File: src/hdl/traffic_pkg.sv
// Constants, types and register map of the packet traffic tester.
// Assumes a single 40 MHz clock and a synchronous active-low reset.
// How it works
// - Packet count even, from 2 to 65534.
// - Generator and monitor share one count.
// - Generator waits for lock and alignment.
// - Monitor waits link; watches flow, error status.
// - Generator drives flow control and error injection.
// - Lock, alignment, user bus, FIFO, flow control and error signals exchanged.
// - Packet length three segments: SOP, middle, EOP.
// - Packet mode channel counts 0..255, wraps.
// - Burst mode alternates two fixed channels.
// - Restart honoured only while both idle.
// - Simplex transmit waits for remote alignment.
// - Done indicator after all packets sent.
// - Fail indicator on FIFO overflow, underflow.
// - Busy indicator while active; blocks restart.
// - Aligned indicator once alignment achieved.
// - Locked indicators follow transceiver lock.
// - User inputs, outputs pass three registers.
// - At 12.5G one 300 MHz clock.
// - At 25.78125G user 300, core 412 MHz.
// - Bit order reversed toward the transceiver.
package traffic_pkg;
	// Packet count default, even and in range
	localparam int NUM_PKTS_DEF = 100;
	localparam int NUM_PKTS_MIN = 2;
	localparam int NUM_PKTS_MAX = 65534;
	// clock figures of the link variants, in MHz
	localparam int USER_CLK_MHZ = 300;
	localparam int CORE_CLK_FAST_MHZ = 412;
	// Segments per beat and phase of the last beat of a packet pair
	localparam int NSEG = 2;
	localparam logic [1:0] PKT_LAST_PHASE = 2'h2;
	// Burst mode channel pair
	localparam logic [7:0] BURST_CH_A = 8'h05;
	localparam logic [7:0] BURST_CH_B = 8'h0a;
	// Transceiver data width and register stages on user pins
	localparam int XDW = 64;
	localparam int PIN_STAGES = 3;
	// Register byte offsets
	localparam logic [3:0] OFS_CTRL = 4'h0;
	localparam logic [3:0] OFS_STAT = 4'h4;
	localparam logic [3:0] OFS_TXCNT = 4'h8;
	localparam logic [3:0] OFS_RXCNT = 4'hc;
	// Control field positions
	localparam int CB_BURST = 0;
	localparam int CB_SIMPLEX = 1;
	localparam int CB_ERRINJ = 2;
	localparam int CB_IN_BAND_FLOW_CONTROL = 3;
	localparam int CB_OUT_OF_BAND_FLOW_CONTROL = 4;
	localparam int CB_RESTART = 5;
	localparam logic [4:0] CTRL_RST = 5'h00;
	// One bus segment
	typedef struct packed {
		logic ena;
		logic sop;
		logic eop;
		logic [7:0] chan;
		logic [31:0] data;
	} seg_t;
	typedef seg_t [NSEG-1:0] beat_t;
	// Generator and monitor states
	typedef enum logic [3:0] {
		ST_IDLE = 4'h1,
		ST_WAIT = 4'h2,
		ST_RUN = 4'h4,
		ST_SPARE = 4'h8
	} tst_state_t;
endpackage : traffic_pkg

File: src/hdl/stage3_reg.sv
// Three-stage register for user pins in either direction.
// Assumes clk and rstn of the tester.
`timescale 1ns/1ps
module stage3_reg #(
	parameter int W = 1
) (
	// Clock and reset
	input wire logic clk,
	input wire logic rstn,
	// Data
	input wire logic [W-1:0] din,
	output logic [W-1:0] dout
);
	// Stage chain; first stage feeds only the second
	logic [W-1:0] s1_q;
	logic [W-1:0] s2_q;

	// Shift all stages each cycle
	always_ff @(posedge clk)
	begin
		if (!rstn)
		begin
			s1_q <= '0;
			s2_q <= '0;
			dout <= '0;
		end
		else
		begin
			s1_q <= din;
			s2_q <= s1_q;
			dout <= s2_q;
		end
	end
endmodule : stage3_reg

File: src/hdl/traffic_tester.sv
// Packet generator and monitor that exercise the protocol core.
// Assumes core status and bus signals on clk; user pins are asynchronous.
//
// The placing of the registers and the Avalon-MM interface to the registers were decided locally.
`timescale 1ns/1ps
module traffic_tester #(
	parameter int NUM_PKTS = traffic_pkg::NUM_PKTS_DEF
) (
	// Clock and reset
	input wire logic clk,
	input wire logic rstn,
	// Avalon-MM register slave
	input wire logic [3:0] address,
	input wire logic read,
	input wire logic write,
	input wire logic [31:0] writedata,
	output logic [31:0] readdata,
	output logic waitrequest,
	// Core status
	input wire logic tx_locked,
	input wire logic rx_locked,
	input wire logic rx_aligned,
	input wire logic tx_ovf,
	input wire logic tx_unf,
	input wire logic err_inj_status,
	input wire logic fc_mon_err,
	// Core transmit user bus
	input wire logic tx_rdy,
	output traffic_pkg::beat_t tx_beat,
	// Core receive user bus
	input wire traffic_pkg::beat_t rx_beat,
	// Flow control and error injection drive
	output logic in_band_flow_control_en,
	output logic out_of_band_flow_control_en,
	output logic err_inject,
	// Transceiver data path
	input wire logic [traffic_pkg::XDW-1:0] core_txd,
	output logic [traffic_pkg::XDW-1:0] xcvr_txd,
	input wire logic [traffic_pkg::XDW-1:0] xcvr_rxd,
	output logic [traffic_pkg::XDW-1:0] core_rxd,
	// User pins
	input wire logic restart_pin,
	input wire logic simplex_rx_aligned_pin,
	output logic transmit_transceiver_locked_indicator,
	output logic receive_transceiver_locked_indicator,
	output logic rx_aligned_led,
	output logic tx_done_led,
	output logic tx_fail_led,
	output logic tx_busy_led,
	output logic rx_busy_led,
	output logic rx_fail_led
);
	import traffic_pkg::*;

	// Pair count, since packets leave two per three beats
	localparam logic [15:0] NPAIRS = 16'(NUM_PKTS / 2);
	localparam logic [16:0] NPKTS = 17'(NUM_PKTS);

	// Registers
	logic [4:0] ctrl_q, ctrl_d;
	logic restart_sw_q;
	tst_state_t gen_q, gen_d, mon_q, mon_d;
	logic [1:0] phase_q;
	logic [15:0] pairs_q;
	logic [7:0] ch0_q;
	logic done_q, fail_q, rx_done_q, rx_err_q, fc_err_q, inj_seen_q;
	logic [16:0] rx_cnt_q;
	logic [7:0] exp_ch_q;
	logic restart_prev_q;
	beat_t tx_beat_d;

	// Inputs and indicators through three stages
	logic [1:0] pin_in;
	logic [7:0] led_src, led_out;
	stage3_reg #(.W(2)) u_pin_in (
		.clk(clk),
		.rstn(rstn),
		.din({simplex_rx_aligned_pin, restart_pin}),
		.dout(pin_in)
	);
	stage3_reg #(.W(8)) u_led_out (
		.clk(clk),
		.rstn(rstn),
		.din(led_src),
		.dout(led_out)
	);

	// Decoded controls and status terms
	wire burst = ctrl_q[CB_BURST];
	wire simplex = ctrl_q[CB_SIMPLEX];
	wire gen_busy = (gen_q == ST_WAIT) || (gen_q == ST_RUN);
	wire mon_busy = (mon_q == ST_WAIT) || (mon_q == ST_RUN);
	// link ready from lock and alignment only
	wire link_up = tx_locked && rx_locked && rx_aligned;
	// remote receiver must be aligned in simplex
	wire gen_go = link_up && (!simplex || pin_in[1]);
	wire restart_req = (pin_in[0] && !restart_prev_q) || restart_sw_q;
	wire restart_ok = restart_req && !gen_busy && !mon_busy;
	wire tx_fire = (gen_q == ST_RUN) && tx_rdy;
	wire last_beat = tx_fire && (phase_q == PKT_LAST_PHASE);
	wire gen_end = last_beat && (pairs_q == NPAIRS - 16'h0001);
	wire [7:0] ch1 = burst ? BURST_CH_B : ch0_q + 8'h01;
	wire [7:0] ch0_next = burst ? BURST_CH_A : ch0_q + 8'h02;
	wire rx_eop0 = rx_beat[0].ena && rx_beat[0].eop;
	wire rx_eop1 = rx_beat[1].ena && rx_beat[1].eop;
	wire [16:0] rx_cnt_d = rx_cnt_q + {16'h0000, rx_eop0} + {16'h0000, rx_eop1};
	wire mon_end = (mon_q == ST_RUN) && (rx_cnt_d == NPKTS);

	// Generator next state
	always_comb
	begin
		gen_d = gen_q;
		case (gen_q)
			ST_IDLE:
				// Restart starts a new run
				if (restart_ok)
					gen_d = ST_WAIT;
			ST_WAIT:
				// hold until link and remote ready
				if (gen_go)
					gen_d = ST_RUN;
			ST_RUN:
				// back to idle after last packet
				if (gen_end)
					gen_d = ST_IDLE;
			default:
				gen_d = ST_IDLE;
		endcase
	end

	// Monitor next state
	always_comb
	begin
		mon_d = mon_q;
		case (mon_q)
			ST_IDLE:
				if (restart_ok)
					mon_d = ST_WAIT;
			ST_WAIT:
				if (link_up)
					mon_d = ST_RUN;
			ST_RUN:
				if (mon_end)
					mon_d = ST_IDLE;
			default:
				mon_d = ST_IDLE;
		endcase
	end

	// three-segment packets: phase 0 sop|mid, 1 eop|sop, 2 mid|eop
	always_comb
	begin
		tx_beat_d = '0;
		if (tx_fire)
		begin
			tx_beat_d[0].ena = 1'b1;
			tx_beat_d[1].ena = 1'b1;
			tx_beat_d[0].sop = (phase_q == 2'h0);
			tx_beat_d[0].eop = (phase_q == 2'h1);
			tx_beat_d[1].sop = (phase_q == 2'h1);
			tx_beat_d[1].eop = (phase_q == 2'h2);
			tx_beat_d[0].chan = (phase_q == 2'h2) ? ch1 : ch0_q;
			tx_beat_d[1].chan = (phase_q == 2'h0) ? ch0_q : ch1;
			tx_beat_d[0].data = {pairs_q, 14'h0000, phase_q};
			tx_beat_d[1].data = {pairs_q, 14'h0001, phase_q};
		end
	end

	// State registers; reset puts both machines straight into wait, no restart needed
	always_ff @(posedge clk)
	begin
		if (!rstn)
		begin
			gen_q <= ST_WAIT;
			mon_q <= ST_WAIT;
			restart_prev_q <= 1'b0;
		end
		else
		begin
			gen_q <= gen_d;
			mon_q <= mon_d;
			restart_prev_q <= pin_in[0];
		end
	end

	// Generator sequence counters and drive
	always_ff @(posedge clk)
	begin
		if (!rstn || restart_ok)
		begin
			phase_q <= 2'h0;
			pairs_q <= 16'h0000;
			ch0_q <= burst ? BURST_CH_A : 8'h00;
			tx_beat <= '0;
			done_q <= 1'b0;
		end
		else
		begin
			tx_beat <= tx_beat_d;
			if (gen_end)
				done_q <= 1'b1;
			if (last_beat)
			begin
				phase_q <= 2'h0;
				pairs_q <= pairs_q + 16'h0001;
				ch0_q <= ch0_next;
			end
			else if (tx_fire)
				phase_q <= phase_q + 2'h1;
		end
	end

	// flow control enables and one error injection per run
	always_ff @(posedge clk)
	begin
		if (!rstn)
		begin
			in_band_flow_control_en <= 1'b0;
			out_of_band_flow_control_en <= 1'b0;
			err_inject <= 1'b0;
		end
		else
		begin
			in_band_flow_control_en <= ctrl_q[CB_IN_BAND_FLOW_CONTROL] && (gen_q == ST_RUN);
			out_of_band_flow_control_en <= ctrl_q[CB_OUT_OF_BAND_FLOW_CONTROL] && (gen_q == ST_RUN);
			err_inject <= ctrl_q[CB_ERRINJ] && (gen_q == ST_WAIT) && gen_go;
		end
	end

	// Monitor counting and checks; events win over a restart clear
	always_ff @(posedge clk)
	begin
		if (!rstn)
		begin
			rx_cnt_q <= '0;
			exp_ch_q <= 8'h00;
			rx_done_q <= 1'b0;
			rx_err_q <= 1'b0;
			fc_err_q <= 1'b0;
			inj_seen_q <= 1'b0;
			fail_q <= 1'b0;
		end
		else
		begin
			fail_q <= (fail_q && !restart_ok) || tx_ovf || tx_unf;
			fc_err_q <= (fc_err_q && !restart_ok) || fc_mon_err;
			inj_seen_q <= (inj_seen_q && !restart_ok) || err_inj_status;
			if (restart_ok)
			begin
				rx_cnt_q <= '0;
				exp_ch_q <= burst ? BURST_CH_A : 8'h00;
				rx_done_q <= 1'b0;
				rx_err_q <= 1'b0;
			end
			else if (mon_q == ST_RUN)
			begin
				rx_cnt_q <= rx_cnt_d;
				if (mon_end)
					rx_done_q <= 1'b1;
				// Channel check on each start of packet
				if (rx_beat[0].ena && rx_beat[0].sop)
				begin
					rx_err_q <= rx_err_q || (rx_beat[0].chan != exp_ch_q);
					exp_ch_q <= burst ? BURST_CH_B : exp_ch_q + 8'h01;
				end
				else if (rx_beat[1].ena && rx_beat[1].sop)
				begin
					rx_err_q <= rx_err_q || (rx_beat[1].chan != exp_ch_q);
					exp_ch_q <= burst ? BURST_CH_A : exp_ch_q + 8'h01;
				end
			end
		end
	end

	// bit reversal toward and from the transceiver
	always_ff @(posedge clk)
	begin
		if (!rstn)
		begin
			xcvr_txd <= '0;
			core_rxd <= '0;
		end
		else
		begin
			xcvr_txd <= {<<{core_txd}};
			core_rxd <= {<<{xcvr_rxd}};
		end
	end

	assign led_src = {rx_fail_src(), mon_busy, gen_busy, fail_q, done_q,
		rx_aligned, rx_locked, tx_locked};
	function automatic logic rx_fail_src();
		return rx_err_q || fc_err_q;
	endfunction : rx_fail_src
	assign transmit_transceiver_locked_indicator = led_out[0];
	assign receive_transceiver_locked_indicator = led_out[1];
	assign rx_aligned_led = led_out[2];
	assign tx_done_led = led_out[3];
	assign tx_fail_led = led_out[4];
	assign tx_busy_led = led_out[5];
	assign rx_busy_led = led_out[6];
	assign rx_fail_led = led_out[7];

	// Register slave: one wait cycle, then answer
	wire req = (read || write) && waitrequest;
	wire wr_ctrl = write && !waitrequest && (address == OFS_CTRL);
	wire [31:0] stat_word = {23'h000000, inj_seen_q, fc_err_q, rx_err_q,
		rx_done_q, mon_busy, fail_q, done_q, gen_busy};
	wire [31:0] rd_mux = (address == OFS_CTRL) ? {27'h0000000, ctrl_q} :
		(address == OFS_STAT) ? stat_word :
		(address == OFS_TXCNT) ? {15'h0000, pairs_q, 1'b0} :
		(address == OFS_RXCNT) ? {15'h0000, rx_cnt_q} : 32'h00000000;
	assign ctrl_d = wr_ctrl ? writedata[4:0] : ctrl_q;

	// Bus handshake and control register
	always_ff @(posedge clk)
	begin
		if (!rstn)
		begin
			waitrequest <= 1'b1;
			readdata <= 32'h00000000;
			ctrl_q <= CTRL_RST;
			restart_sw_q <= 1'b0;
		end
		else
		begin
			waitrequest <= !req;
			if (req)
				readdata <= rd_mux;
			ctrl_q <= ctrl_d;
			restart_sw_q <= wr_ctrl && writedata[CB_RESTART];
		end
	end

	// Checks
	a_pkt_count_legal: assert property (@(posedge clk)
		NUM_PKTS % 2 == 0 && NUM_PKTS >= NUM_PKTS_MIN && NUM_PKTS <= NUM_PKTS_MAX)
		else $error("packet count illegal");
	a_gen_link_wait: assert property (@(posedge clk) disable iff (!rstn)
		(gen_q == ST_WAIT && !link_up) |=> gen_q == ST_WAIT)
		else $error("generator left wait without link");
	a_mon_link_wait: assert property (@(posedge clk) disable iff (!rstn)
		(mon_q == ST_WAIT) |=> (mon_q == ST_RUN) == $past(link_up))
		else $error("monitor wait wrong");
	a_chan_count: assert property (@(posedge clk) disable iff (!rstn)
		(tx_fire && phase_q == 2'h0 && !burst) |=> tx_beat[0].chan == $past(pairs_q[6:0]) * 2)
		else $error("packet channel wrong");
	a_burst_pair: assert property (@(posedge clk) disable iff (!rstn)
		(tx_fire && phase_q == 2'h1 && burst && ch0_q == BURST_CH_A)
		|=> tx_beat[0].chan == BURST_CH_A && tx_beat[1].chan == BURST_CH_B)
		else $error("burst channels wrong");
	a_restart_blocked: assert property (@(posedge clk) disable iff (!rstn)
		(gen_q == ST_IDLE && mon_busy) |=> gen_q == ST_IDLE)
		else $error("restart taken while busy");
	a_simplex_hold: assert property (@(posedge clk) disable iff (!rstn)
		(gen_q == ST_WAIT && simplex && !pin_in[1]) |=> gen_q == ST_WAIT)
		else $error("simplex start early");
	a_done_count: assert property (@(posedge clk) disable iff (!rstn)
		$rose(done_q) |-> pairs_q == NPAIRS && gen_q == ST_IDLE)
		else $error("done without all packets");
	a_fail_sticky: assert property (@(posedge clk) disable iff (!rstn)
		(tx_ovf || tx_unf) |=> fail_q)
		else $error("fifo error missed");
	a_led_three_stage: assert property (@(posedge clk) disable iff (!rstn)
		$past(rstn, 3) |-> led_out == $past(led_src, 3))
		else $error("indicator stages wrong");
	a_bit_swap: assert property (@(posedge clk) disable iff (!rstn)
		$past(rstn) |-> xcvr_txd[0] == $past(core_txd[XDW-1]))
		else $error("bit swap wrong");
	c_run_done: cover property (@(posedge clk) disable iff (!rstn) $rose(done_q));
	c_rx_done: cover property (@(posedge clk) disable iff (!rstn) $rose(rx_done_q));
	c_restart: cover property (@(posedge clk) disable iff (!rstn) restart_ok);
endmodule : traffic_tester

File: config.mk
export PLATFORM = sky130hd
export DESIGN_NAME = traffic_tester
export DESIGN_NICKNAME = d
export VERILOG_FILES = /design/src/hdl/traffic_pkg.sv /design/src/hdl/stage3_reg.sv /design/src/hdl/traffic_tester.sv
export SDC_FILE = /design/constraint.sdc
export NUM_CORES = 1
export LEC_CHECK = 0
export BUFFER_PORTS_ARGS = -buffer_cell sky130_fd_sc_hd__buf_4
export CORE_AREA = 2 2 204 206
export CTS_CLUSTER_DIAMETER = 150
export DETAILED_ROUTE_END_ITERATION = 16
export DIE_AREA = 0 0 206 208
export MAX_ROUTING_LAYER = met4
export PLACE_DENSITY_LB_ADDON = 0.08
export SYNTH_ARGS = -nofsm -noshare
export SYNTH_HDL_FRONTEND = slang
export SYNTH_SLANG_ARGS = --single-unit
export TNS_END_PERCENT = 50
File: constraint.sdc
create_clock -name clk -period 2.8 [get_ports clk]
set_clock_uncertainty 0.15 [all_clocks]
set_input_delay 0.28 -clock clk [delete_from_list [all_inputs] [get_ports clk]]
set_output_delay 0.28 -clock clk [all_outputs]
set_load 0.1 [all_outputs]
Word-level counts from Yosys, hierarchy flattened
Index checks and enable logic that the tools add are counted.
{ "classes": {"addsub": 7, "n_eq_ne": 21, "muxes": 27, "bitwise": 2, "n_reduce_logical": 60} }
{ "ops": {"columns": ["op", "count"], "rows": [
  ["2-to-1 mux 8 bit", 12],
  ["2-to-1 mux 86 bit", 1],
  ["2-to-1 mux 17 bit", 4],
  ["adder 17 x 1 -> 17 bit", 2],
  ["logical AND 1 bit", 25],
  ["one-hot mux 4 bit (3 select lines)", 2],
  ["2-to-1 mux 4 bit", 5],
  ["== test 17 x 7 -> 1 bit, second input constant", 1],
  ["adder 16 x 1 -> 16 bit, second input constant", 1],
  ["adder 8 x 1 -> 8 bit, second input constant", 2],
  ["== test 16 x 6 -> 1 bit, second input constant", 1],
  ["!= test 8 bit", 2],
  ["logical OR 1 bit", 13],
  ["== test 4 x 3 -> 1 bit, second input constant", 3],
  ["!= test 2 bit, second input constant", 6],
  ["adder 8 x 2 -> 8 bit, second input constant", 1],
  ["== test 4 x 1 -> 1 bit, second input constant", 2],
  ["== test 4 x 2 -> 1 bit, second input constant", 2],
  ["== test 4 bit, second input constant", 2],
  ["logical NOT 1 bit", 8],
  ["AND reduction 2 bit", 3],
  ["AND reduction 3 bit", 2],
  ["nonzero test 2 bit", 3],
  ["OR reduction 2 bit", 3],
  ["9 further kinds", 11]
]} }
{ "totals": {"register_bits": 333, "in_bits": 264, "output_inout_bits": 258} }

Depth between registers and ports, before layout
{ "depth": {"depth_word": 9, "ltp_mapped": 9, "mapped_depth_nobuf": 9} }

Cells and area by module
From an unflattened synthesis, not the netlist that was laid out.
{ "hier_totals": {"hier_cells": 1086, "area_unflattened_um2": 10761.6} }
{ "by_module_without_submodules": {"columns": ["mod", "n_inst", "cells_each", "area_each_um2"], "rows": [
  ["traffic_tester", 1, 1024, 9928.3],
  ["stage3_reg at u_led_out", 1, 50, 675.6],
  ["stage3_reg at u_pin_in", 1, 12, 157.7]
]} }

Worst setup path before layout
No wires, ideal clock.
{ "synth_timing": {"kind": "in2reg", "from": "input rx_beat[85] in the netlist's numbering", "to": "register mon_q[2]", "setup_ns": 0.116, "arrival_ns": 2.508, "t_required_ns": 2.534, "path_slack_ns": 0.027, "cell_stages": 9, "n_path_buf": 0, "cell_sequence": "and2_1 fa_1 ha_1 nand3_2 nor2_1 or3_1 a221oi_2 or4b_1 a31o_1"} }
{ "synth_via": {"elab_chain_len": 6} }
{ "synth_lines": {"columns": ["item", "line_no", "rtl"], "rows": [
  ["start: declaration", "traffic_tester.sv:31", "input wire traffic_pkg::beat_t rx_beat,"],
  ["logical AND 1 bit", "traffic_tester.sv:105", "wire rx_eop1 = rx_beat[1].ena && rx_beat[1].eop;"],
  ["adder 17 x 1 -> 17 bit", "traffic_tester.sv:106", "wire [16:0] rx_cnt_d = rx_cnt_q + {16'h0000, rx_eop0} + {16'h0000, rx_eop1};"],
  ["== test 17 x 7 -> 1 bit", "traffic_tester.sv:107", "wire mon_end = (mon_q == ST_RUN) && (rx_cnt_d == NPKTS);"],
  ["logical AND 1 bit", "traffic_tester.sv:107", null],
  ["!= test 2 bit (no line)", null, null],
  ["AND reduction 3 bit (no line)", null, null],
  ["end signal: assignment", "traffic_tester.sv:181", "mon_q <= mon_d;"],
  ["end: declaration", "traffic_tester.sv:62", "tst_state_t gen_q, gen_d, mon_q, mon_d;"]
]} }
No other way between the ends.
A chain may end at the register's enable or synchronous reset.

Worst setup path after layout
{ "layout_timing": {"from": "register rx_cnt_q[0]", "to": "register mon_q[2]"} }
{ "layout_via": {"elab_chain_len": 6} }
{ "layout_lines": {"columns": ["item", "line_no", "rtl"], "rows": [
  ["start: declaration", "traffic_tester.sv:67", "logic [16:0] rx_cnt_q;"],
  ["start signal: assignment", "traffic_tester.sv:257", "rx_cnt_q <= rx_cnt_d;"],
  ["adder 17 x 1 -> 17 bit (2 in series)", "traffic_tester.sv:106", null],
  ["== test 17 x 7 -> 1 bit", "traffic_tester.sv:107", null],
  ["logical AND 1 bit", "traffic_tester.sv:107", null],
  ["!= test 2 bit (no line)", null, null],
  ["AND reduction 3 bit (no line)", null, null]
]} }
No other way between the ends.

==> results.json <==
{
  "ys.flop_type": "dfxtp_1",
  "antenna_found_initial": 2,
  "wl_per_cell_microns": 17.1,
  "path_clk_slew_ps": 50,
  "period_needed_ps": 2720,
  "io_buffers": 389,
  "synth.area.mux_share_pct": 2.68,
  "dpl.cell_count": 1961,
  "drtPass1Iterations": 4,
  "synth_area_leaders": "dfxtp_1 (52%), and2_1 (9.6%), buf_4 (4.5%), nor2_1 (3.4%), edfxtp_1 (2.2%)",
  "start_kind": "flip-flop",
  "crit_fanout": 3,
  "p_per_area_nw_per_um2": 640,
  "setup_viol": 0,
  "drc": 0,
  "fp.dieW_microns": 206,
  "p_total_w": 0.0106,
  "die_h_microns": 208,
  "final_util_pct": 40.9,
  "cap_violations": 0,
  "hold_viol": 0,
  "p_comb_share_pct": 18.7,
  "pwr-share-clk_pct": 40.3,
  "status": "finished, final reports clean",
  "netlist_area_sq_um": 10700,
  "setup_tns_ps": 0,
  "grt_pass1_vias": 9063,
  "ys_types": 63,
  "synthAdderAreaFrac_pct": 1.24,
  "core_sq_um": 40600,
  "yosysTopAreaCell": "dfxtp_1",
  "vias": 9155,
  "max_slew_margin_pct": 44.3,
  "grt_max_degree": 103,
  "final_cells": 2172,
  "synth_top_area_share_pct": 52.0,
  "drive_above_1_share_pct": 30.5,
  "cts_buffer_depth": 3,
  "io-pin-count": 522,
  "clock-sinks": 287,
  "nNetsFinal": 1890,
  "finalCritPeriodShare_pct": 97.2,
  "grt_pass1_wl_microns": 55000,
  "synth-seq-area-share_pct": 54.3,
  "synth-compound-area-share_pct": 7.11,
  "totalWireLength_microns": 37100,
  "grtUsageTotal_pct": 17.3,
  "rows": 74,
  "fmax_ghz": 0.368,
  "area_delta_synth_final_pct": 54.5,
  "p_sw_share_pct": 30.7,
  "initialDrtViolationCount": 379,
  "ys_async_sr_fraction_pct": 0,
  "seqPwrFrac_pct": 41.0,
  "clk_latency_ps": 540,
  "ir_worst_vdd_mv": 0.287,
  "synth.avg_cell_area_sq_um": 9.81,
  "ys_seq_elements": 287,
  "gp_congestion": 0.824,
  "cts_tree": "yes",
  "synth_edf_count": 8,
  "htreeDepth": 2,
  "synth_simple_gate_area_share_pct": 23.8,
  "final_max_slew_viol_count": 0,
  "tightest_slew_ps": 836,
  "p_switching_w": 0.00326,
  "rsz0062_at_grt": "no",
  "postRouteAntennaNets": 0,
  "gr-total-overflow": 0,
  "p_leak_nw": 7.42,
  "p_int_w": 0.00735,
  "holdWs_ps": 110,
  "initial_utilization_pct": 26.5,
  "arrival_ps": 2990,
  "worstSetupPathType": "flip-flop to flip-flop",
  "dieArea_sq_um": 42800,
  "syn_inst": 1094,
  "synth_xor_area_share_pct": 3.84,
  "endpoint_kind": "flip-flop",
  "drt-vias-per-instance": 4.22,
  "cts-root-buf": "clkbuf_16",
  "dp_hpwl_microns": 27500,
  "yosysWarnings": 0,
  "cts_buffers": 36,
  "hold_path_class": "input port to flip-flop",
  "synth_top_family_by_area": "simple AND/OR/NAND/NOR gates",
  "required_ps": 3070
}
## layout by cell type, fill, tap and decap left out, types with 13 or more instances in the layout
cell           instances
xnor2_1               23
nand3_1               21
and3_1                30
a21oi_1               44
and2_1               165
nor2b_1               24
nand2_1               58
conb_1                42
o21ai_0               21
mux2i_1               13
dlygate4sd3_1        149
dfxtp_1              278
buf_4                417
clkbuf_16             36
xor2_1                24
nor2_1                98
a22oi_1               16
nor3_1                13
## synthesized netlist by cell type, types with 2 or more instances
| cell | count |
|---|---|
| or4_1 | 3 |
| a31oi_1 | 3 |
| nand2b_1 | 5 |
| buf_2 | 2 |
| or2_1 | 2 |
| nor3b_1 | 6 |
| inv_1 | 10 |
| a21oi_1 | 45 |
| o22ai_1 | 5 |
| a211oi_1 | 2 |
| o2111ai_1 | 2 |
| mux2i_1 | 13 |
| a22o_1 | 4 |
| or3_1 | 11 |
| xor2_1 | 24 |
| nand3b_1 | 4 |
| o21ai_0 | 21 |
| nand3_1 | 21 |
| nor2_1 | 98 |
| buf_4 | 64 |
| a221oi_1 | 3 |
| buf_1 | 2 |
| edfxtp_1 | 8 |
| nand2_1 | 58 |
| a22oi_1 | 16 |
| nor4_1 | 4 |
| clkbuf_1 | 54 |
| o21a_1 | 6 |
| a21o_1 | 2 |
| nor3_1 | 13 |
| and3_1 | 30 |
| xnor2_1 | 23 |
| dfxtp_1 | 279 |
| nand4_1 | 9 |
| ha_1 | 9 |
| nor2b_1 | 24 |
| o21ai_1 | 8 |
| and2_1 | 165 |
| mux2_2 | 12 |
## cells by family (layout without fill, tap and decap cells)
kind of cell    Yosys count  in the layout
compound gates          124            124
xor+xnor                 47             47
fa+ha+maj                10             10
buf+inv                 135            638
flops                   287            287
mux                      26             26
other cells               1             44
simple gates            464            464
## layout make-up
| class | count | area [sq um] |
|---|---|---|
| antenna | 2 | 5.00 |
| clock buffer | 49 | 1000 |
| clock inverter | 11 | 73.8 |
| fill | 4058 | 24000 |
| inverter | 11 | 41.3 |
| multi-input combinational | 713 | 4330 |
| sequential | 287 | 5830 |
| tap | 532 | 666 |
| timing repair buffer | 567 | 4640 |
## metrics by stage
stage	worst slack (ps)	area, sq um
after CTS	7.45	16600
after detailed placement	-258	14000
after global routing	5.37	16600
after global placement	-218	14000
after floorplan	26.7	10900
final	79.0	16600
## power groups by stage
stage               Combinational, W  Sequential, W  Clock (W)
global placement             0.00181        0.00444          0
CTS                          0.00200        0.00435    0.00449
floorplan                   0.000617        0.00518          0
global route                 0.00208        0.00436    0.00463
detailed placement           0.00181        0.00444          0
finish                       0.00198        0.00435    0.00428
## state kept, by name, summed over array words and instances, names as in the netlist, 2 cells and up
name and flops:
phase_q 2, rx_cnt_q 17, u_pin_in.s1_q 2, gen_q 3
core_rxd 64, xcvr_txd 64, mon_q 3, ch0_q 8
u_pin_in.dout 2, u_led_out.s1_q 8, tx_beat 38, exp_ch_q 8
u_led_out.dout 8, pairs_q 16, readdata 17, u_led_out.s2_q 8
ctrl_q 5, u_pin_in.s2_q 2
## critical path, stage by stage (launching register included)
cell and delay (ps):
dfxtp_2 330, fa_2 390, ha_2 190, nand3_2 80, nor2_1 60, or3_4 380, a221oi_4 270, or4b_4 510
a31o_1 230
## worst paths after layout
check / end / from / depth (start not counted) / slack [ps]
setup / recovery: mon_q[2] / rx_cnt_q[0] / 8 / 80
hold / removal: restart_sw_q / write / 4 / 110
setup reg to reg: mon_q[2] / rx_cnt_q[0] / 8 / 80
hold reg to reg: u_led_out.dout[7] / u_led_out.s2_q[7] / 1 / 260
## per-layer routing
metal  global-route usage (%)  routed length (microns)
met5                        -                        0
met4                     5.27                      659
met3                     4.31                     2580
met2                     29.1                    18300
met1                     20.2                    15500
## what timing repair did
| action | in CTS | in global routing |
|---|---|---|
| endpoints found under the setup margin | 0 | 1 |
| hold endpoints to repair | 153 | 0 |
| buffers inserted | 0 | 0 |
| gates resized for setup | 0 | 6 |
| hold buffers | 149 | 0 |
Note: power is estimated with default switching activity, not from simulation.
